## src/cmpo_pkg.sv

```systemverilog
// Shared constants for the comparator output control block
package cmpo_pkg;
	// ==========================================
	// Register offsets (byte addresses)
	localparam logic [7:0] CMPO_CTRL_OFS = 8'h00;
	localparam logic [7:0] CMPO_EDGE_OFS = 8'h04;
	localparam logic [7:0] CMPO_PLUS_OFS = 8'h08;
	localparam logic [7:0] CMPO_MINUS_OFS = 8'h0C;
	localparam logic [7:0] CMPO_FLAG_OFS = 8'h10;
	// ==========================================
	// Bit positions
	localparam int CMPO_LOCK_BIT = 0;
	localparam int CMPO_HYS_BIT = 1;
	localparam int CMPO_INV_BIT = 4;
	localparam int CMPO_RES_BIT = 6;
	localparam int CMPO_ON_BIT = 7;
	localparam int CMPO_FALL_BIT = 0;
	localparam int CMPO_RISE_BIT = 1;
	localparam int CMPO_FLAG_BIT = 0;
	localparam int CMPO_IEN_BIT = 1;
	// Unimplemented control bit that reads as one
	localparam logic [7:0] CMPO_CTRL_FIXED = 8'h04;
	// ==========================================
	// Reset values
	localparam logic [7:0] CMPO_CTRL_RST = 8'h00;
	localparam logic [1:0] CMPO_EDGE_RST = 2'h0;
	localparam logic [2:0] CMPO_SEL_RST = 3'h0;
	// ==========================================
	// Input select codes
	localparam logic [2:0] CMPO_P_IN0 = 3'h0;
	localparam logic [2:0] CMPO_P_IN1 = 3'h1;
	localparam logic [2:0] CMPO_P_DAC = 3'h2;
	localparam logic [2:0] CMPO_P_REF = 3'h3;
	localparam logic [2:0] CMPO_P_GND = 3'h4;
	localparam logic [2:0] CMPO_N_REF = 3'h4;
	localparam logic [2:0] CMPO_N_GND = 3'h5;
endpackage

```

## src/cmpo_link_if.sv

```systemverilog
// Connection between the control top and the result retiming stage
`timescale 1ns/1ps
interface cmpo_link_if;
	logic on;
	logic invert;
	logic lock;
	logic result;
	modport ctrl
	(
		output on,
		output invert,
		output lock,
		input result
	);
	modport stage
	(
		input on,
		input invert,
		input lock,
		output result
	);
endinterface

```

## src/cmpo_top.sv

```systemverilog
// Comparator output control: APB registers, edge detection, input routing
// How it works
// RULE_01 - Timer-lock mode passes result through latch
// RULE_02 - Latch captures on gate timer clock fall
// RULE_03 - Timer counts on rising edge, no race
// RULE_04 - Latch uses prescaled timer clock
// RULE_05 - Separate rising and falling edge detectors
// RULE_06 - Enabled detector firing sets interrupt flag
// RULE_07 - Software enables all bits for interrupts
// RULE_08 - Software alone clears the flag
// RULE_09 - Edge during clear keeps flag set
// RULE_10 - Polarity or enable change makes edges
// RULE_11 - Plus select routes pins, DAC, reference, ground
// RULE_12 - Minus select routes four pins, reference, ground
// RULE_13 - Disabled comparator disconnects every input
// RULE_14 - Result offered as gate timer source
// RULE_15 - Software should lock when gating a timer
// RULE_16 - Polarity bit inverts result everywhere
// RULE_17 - Disabled comparator draws no active power
// RULE_18 - Lock select is control bit zero
// RULE_19 - Result synchronised by two flops
// RULE_20 - Select codes in listed order, rest ground
//
// Implementation choices: the APB register port and the address map.
`timescale 1ns/1ps
module cmpo_top
	import cmpo_pkg::*;
(
	input wire logic CLK,
	input wire logic RST_B,
	input wire logic PSEL,
	input wire logic PENABLE,
	input wire logic PWRITE,
	input wire logic [7:0] PADDR,
	input wire logic [31:0] PWDATA,
	output logic [31:0] PRDATA,
	output logic PREADY,
	output logic PSLVERR,
	input wire logic CMP_RAW,
	input wire logic TMR_CLK,
	output logic CMP_POWER,
	output logic HYST_EN,
	output logic PLUS_CONNECT,
	output logic MINUS_CONNECT,
	output logic [2:0] PLUS_SEL,
	output logic [2:0] MINUS_SEL,
	output logic CMP_OUT,
	output logic GATE_SRC,
	output logic IRQ_FLAG,
	output logic IRQ_REQ
);
	typedef struct packed
	{
		logic [7:0] ctrl;
		logic [1:0] edge_en;
		logic [2:0] plus_sel;
		logic [2:0] minus_sel;
		logic flag;
		logic irq_en;
		logic res_prev;
		logic [31:0] prdata;
		logic pready;
		logic pslverr;
		logic power;
		logic hyst;
		logic plus_con;
		logic minus_con;
		logic [2:0] plus_out;
		logic [2:0] minus_out;
		logic cmp_out;
		logic gate;
		logic irq_flag;
		logic irq_req;
	} cmpo_state_type;

	cmpo_state_type s_q;
	cmpo_state_type s_d;
	logic rst_s1_q;
	logic rst_s2_q;
	logic result;
	logic access;
	logic wr;
	logic rise;
	logic fall;
	logic edge_hit;
	logic flag_clr;
	logic mapped;
	logic [31:0] rdata;

	cmpo_link_if lnk();

	// ==========================================
	// Code mapping: unused codes fall back to ground
	function automatic logic [2:0] plus_code(input logic [2:0] c);
		plus_code = (c > CMPO_P_GND) ? CMPO_P_GND : c; // RULE_20
	endfunction

	function automatic logic [2:0] minus_code(input logic [2:0] c);
		minus_code = (c > CMPO_N_GND) ? CMPO_N_GND : c; // RULE_20
	endfunction

	// ==========================================
	// Reset release through two flops
	always_ff @(posedge CLK or negedge RST_B)
	begin
		if (!RST_B)
		begin
			rst_s1_q <= 1'b0;
			rst_s2_q <= 1'b0;
		end
		else
		begin
			rst_s1_q <= 1'b1;
			rst_s2_q <= rst_s1_q;
		end
	end

	// ==========================================
	// Retiming stage
	cmpo_retime u_retime
	(
		.clk(CLK),
		.rst_n(rst_s2_q),
		.cmp_raw(CMP_RAW),
		.tmr_clk(TMR_CLK),
		.lnk(lnk.stage)
	);

	assign lnk.on = s_q.ctrl[CMPO_ON_BIT];
	assign lnk.invert = s_q.ctrl[CMPO_INV_BIT];
	assign lnk.lock = s_q.ctrl[CMPO_LOCK_BIT]; // RULE_18
	assign result = lnk.result;

	// ==========================================
	// Bus decode; read data is captured on the first access cycle,
	// a write lands only on the edge that ends the access, ready high
	assign access = PSEL & PENABLE & ~s_q.pready;
	assign wr = PSEL & PENABLE & PWRITE & s_q.pready;
	assign mapped = (PADDR == CMPO_CTRL_OFS) | (PADDR == CMPO_EDGE_OFS)
		| (PADDR == CMPO_PLUS_OFS) | (PADDR == CMPO_MINUS_OFS)
		| (PADDR == CMPO_FLAG_OFS);

	// Read mux, reserved bits read zero except control bit 2, which reads one
	always_comb
	begin
		rdata = '0;
		case (PADDR)
			CMPO_CTRL_OFS:
			begin
				rdata[7:0] = s_q.ctrl | CMPO_CTRL_FIXED;
				rdata[CMPO_RES_BIT] = result;
			end
			CMPO_EDGE_OFS: rdata[1:0] = s_q.edge_en;
			CMPO_PLUS_OFS: rdata[2:0] = s_q.plus_sel;
			CMPO_MINUS_OFS: rdata[2:0] = s_q.minus_sel;
			CMPO_FLAG_OFS:
			begin
				rdata[CMPO_FLAG_BIT] = s_q.flag;
				rdata[CMPO_IEN_BIT] = s_q.irq_en;
			end
			default: rdata = '0;
		endcase
	end

	// ==========================================
	// Edge detectors on the synchronised, polarity-adjusted result
	assign rise = result & ~s_q.res_prev; // RULE_05 RULE_10
	assign fall = ~result & s_q.res_prev; // RULE_05 RULE_10
	assign edge_hit = (rise & s_q.edge_en[CMPO_RISE_BIT])
		| (fall & s_q.edge_en[CMPO_FALL_BIT]); // RULE_06
	assign flag_clr = wr & (PADDR == CMPO_FLAG_OFS) & PWDATA[CMPO_FLAG_BIT];

	// ==========================================
	// Next state
	always_comb
	begin
		s_d = s_q;
		s_d.res_prev = result;
		s_d.pready = access;
		s_d.pslverr = access & ~mapped;
		if (access)
		begin
			s_d.prdata = PWRITE ? 32'h0000_0000 : rdata;
		end
		if (wr)
		begin
			case (PADDR)
				CMPO_CTRL_OFS:
				begin
					s_d.ctrl = PWDATA[7:0] & ~CMPO_CTRL_FIXED;
					s_d.ctrl[CMPO_RES_BIT] = 1'b0;
					s_d.ctrl[5] = 1'b0;
					s_d.ctrl[3] = 1'b0;
				end
				CMPO_EDGE_OFS: s_d.edge_en = PWDATA[1:0];
				CMPO_PLUS_OFS: s_d.plus_sel = PWDATA[2:0];
				CMPO_MINUS_OFS: s_d.minus_sel = PWDATA[2:0];
				CMPO_FLAG_OFS: s_d.irq_en = PWDATA[CMPO_IEN_BIT];
				default: s_d.prdata = '0;
			endcase
		end
		// Write-one clears, but a same-cycle edge wins
		if (flag_clr)
		begin
			s_d.flag = 1'b0; // RULE_08
		end
		if (edge_hit)
		begin
			s_d.flag = 1'b1; // RULE_06 RULE_09
		end
		// Control and flag outputs follow the next register values so no extra lag; CMP_OUT and GATE_SRC take result one cycle late
		s_d.power = s_d.ctrl[CMPO_ON_BIT]; // RULE_17
		s_d.hyst = s_d.ctrl[CMPO_HYS_BIT];
		s_d.plus_con = s_d.ctrl[CMPO_ON_BIT]; // RULE_13
		s_d.minus_con = s_d.ctrl[CMPO_ON_BIT]; // RULE_13
		// Ground code while off too, in case the switch lags the connect
		s_d.plus_out = s_d.ctrl[CMPO_ON_BIT] ? plus_code(s_d.plus_sel) : CMPO_P_GND; // RULE_11
		s_d.minus_out = s_d.ctrl[CMPO_ON_BIT] ? minus_code(s_d.minus_sel) : CMPO_N_GND; // RULE_12
		s_d.cmp_out = result;
		s_d.gate = result; // RULE_14
		s_d.irq_flag = s_d.flag;
		s_d.irq_req = s_d.flag & s_d.irq_en;
	end

	// Registered state
	always_ff @(posedge CLK or negedge rst_s2_q)
	begin
		if (!rst_s2_q)
		begin
			s_q <= '0;
			s_q.ctrl <= CMPO_CTRL_RST;
			s_q.edge_en <= CMPO_EDGE_RST;
			s_q.plus_sel <= CMPO_SEL_RST;
			s_q.minus_sel <= CMPO_SEL_RST;
			s_q.plus_out <= CMPO_P_GND;
			s_q.minus_out <= CMPO_N_GND;
		end
		else
		begin
			s_q <= s_d;
		end
	end

	// ==========================================
	// Outputs straight from flops
	assign PRDATA = s_q.prdata;
	assign PREADY = s_q.pready;
	assign PSLVERR = s_q.pslverr;
	assign CMP_POWER = s_q.power;
	assign HYST_EN = s_q.hyst;
	assign PLUS_CONNECT = s_q.plus_con;
	assign MINUS_CONNECT = s_q.minus_con;
	assign PLUS_SEL = s_q.plus_out;
	assign MINUS_SEL = s_q.minus_out;
	assign CMP_OUT = s_q.cmp_out;
	assign GATE_SRC = s_q.gate;
	assign IRQ_FLAG = s_q.irq_flag;
	assign IRQ_REQ = s_q.irq_req;
endmodule

```

## src/cmpo_retime.sv

```systemverilog
// Result synchroniser, polarity stage and timer-locked latch
`timescale 1ns/1ps
module cmpo_retime
	import cmpo_pkg::*;
(
	input wire logic clk,
	input wire logic rst_n,
	input wire logic cmp_raw,
	input wire logic tmr_clk,
	cmpo_link_if.stage lnk
);
	typedef struct packed
	{
		logic raw_s1;
		logic raw_s2;
		logic tck_s1;
		logic tck_s2;
		logic tck_prev;
		logic latch;
		logic result;
	} cmpo_rt_type;

	cmpo_rt_type s_q;
	cmpo_rt_type s_d;
	logic adj_res;
	logic tck_fall;

	// ==========================================
	// Next state
	always_comb
	begin
		s_d = s_q;
		// Both pins are asynchronous, so two flops each before use
		s_d.raw_s1 = cmp_raw; // RULE_19
		s_d.raw_s2 = s_q.raw_s1;
		s_d.tck_s1 = tmr_clk;
		s_d.tck_s2 = s_q.tck_s1;
		s_d.tck_prev = s_q.tck_s2;
		// Disabled core reads as zero, so polarity still makes edges
		adj_res = (lnk.on & s_q.raw_s2) ^ lnk.invert; // RULE_16 RULE_17
		// Timer input is already prescaled; capture on its fall only
		tck_fall = s_q.tck_prev & ~s_q.tck_s2; // RULE_04
		// Timer counts on rise, so the fall keeps the two apart
		if (tck_fall) // RULE_02 RULE_03
		begin
			s_d.latch = adj_res;
		end
		s_d.result = lnk.lock ? s_d.latch : adj_res; // RULE_01
	end

	// Registered state
	always_ff @(posedge clk or negedge rst_n)
	begin
		if (!rst_n)
		begin
			s_q <= '0;
		end
		else
		begin
			s_q <= s_d;
		end
	end

	assign lnk.result = s_q.result;
endmodule

```

## config.mk

```make
export PLATFORM = sky130hd
export DESIGN_NAME = cmpo_top
export DESIGN_NICKNAME = d
export VERILOG_FILES = /design/src/cmpo_pkg.sv /design/src/cmpo_link_if.sv /design/src/cmpo_top.sv /design/src/cmpo_retime.sv
export SDC_FILE = /design/constraint.sdc
export NUM_CORES = 1
export LEC_CHECK = 0
export BUFFER_PORTS_ARGS = -buffer_cell sky130_fd_sc_hd__buf_2
export CORE_UTILIZATION = 45
export DETAILED_ROUTE_END_ITERATION = 10
export PLACE_DENSITY = 0.84
export SYNTH_ARGS = -nofsm -noshare
export SYNTH_HDL_FRONTEND = slang
export SYNTH_SLANG_ARGS = --single-unit
```

## constraint.sdc

```tcl
create_clock -name CLK -period 3.75 [get_ports CLK]
set_input_delay 0.75 -clock CLK [delete_from_list [all_inputs] [get_ports CLK]]
set_output_delay 0.75 -clock CLK [all_outputs]
set_load 0.05 [all_outputs]
```

* After elaboration in Yosys (flattened, before gate mapping) *
Cells that the tools add are included.

storage, ports and cells
  bits in registers = 67
  output and inout port bits = 48
  logic and storage cells = 82
  input bits = 47

cells by class
  magnitude comparators = 2
  reduce and logical (&&, ||, !) cells = 4
  muxes and demuxes = 22
  equality and inequality tests = 4
  bitwise operators = 25

operators by type and width
  operator                                                         count
  32-bit 2-to-1 mux                                                3
  3-bit 2-to-1 mux                                                 6
  8-bit by 4-bit == test with 1-bit output, second input constant  2
  16-bit 2-to-1 mux                                                1
  8-bit 2-to-1 mux                                                 2
  1-bit bitwise AND                                                14
  2-bit one-hot mux with 5 select lines                            1
  8-bit by 3-bit == test with 1-bit output, second input constant  1
  8-bit by 5-bit == test with 1-bit output, second input constant  1
  8-bit logical NOT                                                1
  3-bit > comparator, second input constant                        2
  1-bit 2-to-1 mux                                                 6
  5-bit 2-to-1 mux                                                 1
  1-bit inverter                                                   5
  1-bit bitwise OR                                                 5
  5-bit OR reduction                                               1
  2-bit AND reduction                                              2
  1-bit one-hot mux with 3 select lines                            1
  2-bit 2-to-1 mux                                                 1
  1-bit bitwise XOR                                                1

* Longest topological paths before layout *
  depth in word-level cells = 8
  mapped depth = 7
  depth with buffers taken out = 5

* Cells and area by module *
From an unflattened synthesis, not the netlist that was laid out.

unflattened totals
  cell total of the unflattened synthesis = 224
  area, all modules = 2,801.4 um2

by module, submodules not included
  module       times used  sequential area each (um2)  cells an instance  area each (um2)
  cmpo_top     1           1,455.1                     209                2,571.2
  cmpo_retime  1           175.2                       15                 230.2

* Worst setup path before layout *
OpenSTA, ideal clock, no wires.

  kind = input to register
  start point = input port PADDR[7]
  end point = register s_q, in the netlist IRQ_REQ
  data arrival time = 2.018 ns
  setup slack = 1.613 ns
  cell stages on the path = 4
  cells stage by stage = or4_4 > nor4_2 > mux2_2 > o21a_1

RTL lines
  element      line            RTL
  from (decl)  cmpo_top.sv:34  input wire logic [7:0] PADDR,
  to (decl)    cmpo_top.sv:76  cmpo_state_type s_q;

==> flow_metrics.env <==
export IMPL_cts_buffers_inserted=9
export IMPL_avgSynthCellArea_um2=12.6
export IMPL_grt_pass1_vias=1590
export IMPL_multi_input_area_um2=801
export IMPL_p_comb_frac=0.038
export IMPL_cts_tree="yes"
export IMPL_clock_fmax_ghz=0.425
export IMPL_ys_seq_area_frac=0.585
export IMPL_grt_pass1_wl_um=7730
export IMPL_rows=28
export IMPL_yosysWarningCount=0
export IMPL_finalSetupViolations=0
export IMPL_synth_top_cell_by_area="dfrtp_1"
export IMPL_skew_ps=7.70
export IMPL_antenna_found_initial=0
export IMPL_final_cell_mix="67 x buf_2, 61 x dfrtp_1, 16 x and2_2, 11 x and2_1, 11 x mux2_2"
export IMPL_synth_top_area_frac=0.557
export IMPL_path_cells="buf_2 > nor4_4 > a31oi_1 > nor2_2 > and2_2"
export IMPL_status="completed"
export IMPL_first_pass_iters=4
export IMPL_fin_util=0.521
export IMPL_grt_start_max_net_pins=37
export IMPL_dp_cells=319
export IMPL_p_sw_mw=0.285
export IMPL_cts_sinks=65
export IMPL_io_buffer_count=67
export IMPL_synthCells=221
export IMPL_p_leak_nw=1.69
export IMPL_arrival_ps=2620
export IMPL_power_frac_seq=0.511
export IMPL_vias_per_cell=4.84
export IMPL_hold_class="input port to asynchronous set/reset pin"
export IMPL_fin_tns_setup_ps=0
export IMPL_drive_above_1_share=0.469
export IMPL_fill_cells=531
export IMPL_cpMaxStageDelayCell="nor2_2"
export IMPL_switching_share=0.204
export IMPL_slowest_delay_ps=700
export IMPL_root_buffer="clkbuf_8"
export IMPL_grt_usage=0.165
export IMPL_hold_violations=0
export IMPL_synth_area_leaders="dfrtp_1 56%, buf_4 11%, mux2_2 4.4%"
export IMPL_vdd_drop_max_uv=200
export IMPL_fin_nets=302
export IMPL_post_cts_buffers=0
export IMPL_crit_path_start_kind="input port"
export IMPL_die_w_um=80.7
export IMPL_clockPowerShare=0.452
export IMPL_final_period_utilization=0.627
export IMPL_max_cap_violations=0
export IMPL_instances_no_fill=335
export IMPL_wl_um=4730
export IMPL_power_density_nw_per_um2=451
export IMPL_area_growth_pct=11.4
export IMPL_htreeDepth=3
export IMPL_syn_nets=268
export IMPL_setup_slack_ps=1400
export IMPL_crit_buf_inv=1
export IMPL_slew_headroom=0.442
export IMPL_overflow=0
export IMPL_ctsLongestPathBuffers=2
export IMPL_initial_core_util=0.468
export IMPL_p_int_mw=1.12
export IMPL_fin_crit_ps=2350
export IMPL_fp_coreArea_um2=5960
export IMPL_clkTransAtPathRegs_ps=70
export IMPL_ant_nets=0
export IMPL_final_common_cell="buf_2"
export IMPL_dieArea_um2=6510
export IMPL_clkLatencyLatePin_ps=330
export IMPL_slew_violations=0
export IMPL_ff_latch_area_um2=1630
export IMPL_post_drt_wl_per_cell_um=14.1
export IMPL_ctsResizeCount=0
export IMPL_ioPinCount=95
export IMPL_ys_seq_elements=65
export IMPL_rsz0062_at_grt="false"
export IMPL_holdWs_ps=186
export IMPL_worst_slew_pin_slew_ps=837
export IMPL_synth_cell_area_um2=2790
export IMPL_critPathRequiredTime_ps=4020
export IMPL_gp_congestion=0.775
export IMPL_drt_iter0_markers=74
export IMPL_post_place_ws_ps=1010
export IMPL_holdBufCountCts=0
export IMPL_synth_cell_types=40
export IMPL_path_delay_family="simple AND/OR/NAND/NOR gates"
export IMPL_drc_errors=0
export IMPL_via_count=1622
export IMPL_endpoint_kind="flop"
export IMPL_die_h_um=80.7
export IMPL_dp_hpwl_um=3380
export IMPL_path_class="input port to flop"
export IMPL_path_max_fanout=28
export IMPL_antennaDiodeCount=0
[worst paths after layout]
kind | slack [ps] | cells past startpoint | endpoint | startpoint
max | 1400 | 5 | PRDATA[24] | PADDR[7]
min | 190 | 1 | rst_s1_q | RST_B
max reg2reg | 1960 | 5 | MINUS_SEL[0] | PREADY
min reg2reg | 270 | 0 | PRDATA[10] | rst_s2_q
max in group asynchronous | 2560 | 1 | PLUS_SEL[2] | rst_s2_q
min in group CLK | 350 | 0 | u_retime.s_q[5] | u_retime.s_d[5]
[state kept, by name, indices dropped and copies added (netlist names)]
register / flops
PRDATA: 32
s_q: 10
MINUS_SEL: 3
PLUS_SEL: 3
u_retime.s_d: 3
u_retime.s_q: 3
GATE_SRC: 1
IRQ_FLAG: 1
IRQ_REQ: 1
PREADY: 1
PSLVERR: 1
lnk.invert: 1
lnk.lock: 1
lnk.on: 1
rst_s1_q: 1
rst_s2_q: 1
u_retime.lnk.result: 1
[logic make-up (layout without fill, tap and decap cells)]
| family | after synthesis | after routing | share of synthesized area |
|---|---|---|---|
| AOI/OAI and AO/OA | 18 | 18 | 0.0435 |
| xor gates and xnor gates | 1 | 1 | 0.00314 |
| buffers and inverters | 51 | 90 | 0.128 |
| DFF | 65 | 65 | 0.585 |
| muxes | 17 | 17 | 0.0750 |
| other | 1 | 1 | 0.00135 |
| and+or+nand+nor | 68 | 68 | 0.164 |
[per-stage QoR]
stage	instance area, µm²	total power [mW]
floorplan	2790	0.756
global placement	2890	0.780
detailed placement	2890	0.782
CTS	3110	1.43
global route	3110	1.46
finish	3110	1.40
[power groups by stage]
stage | sequential, mW | combinational, mW | clock (mW)
final | 0.715 | 0.0530 | 0.633
after global routing | 0.716 | 0.0599 | 0.686
after CTS | 0.715 | 0.0541 | 0.658
after detailed placement | 0.728 | 0.0538 | 0
after global placement | 0.728 | 0.0522 | 0
after floorplan | 0.736 | 0.0201 | 0
[Yosys cell counts (all sizes together)]
cell	number
dfrtp	62
buf	42
and2	27
mux2	11
nand2	7
nor2	7
inv	6
nand4	6
nor2b	6
a21oi	4
mux2i	4
a22oi	3
a31oi	3
clkbuf	3
dfstp	3
o2bb2ai	3
or3b	3
and4	2
mux4	2
nand3b	2
nor4	2
or2	2
a21boi	1
conb	1
nand2b	1
nor3	1
nor4bb	1
o211ai	1
o21a	1
o21ai	1
o22ai	1
or4	1
xnor2	1
[area by class of cell]
type                    instances  share of cell area
multi-input cells             105               0.258
flip-flops and latches         65               0.525
well taps                      75              0.0302
clock inverters                 3              0.0210
repair buffers                 68               0.110
inverters                       6             0.00725
clock buffers                  13              0.0479
[metal layers]
layer  track usage  part of all wire  wire (µm)
met1         0.223              0.47       2230
met2         0.228              0.43       2040
met3        0.0523             0.078        370
met4         0.102             0.019         88
met5             0                 0          0
Power figures use the tool's default switching activity.
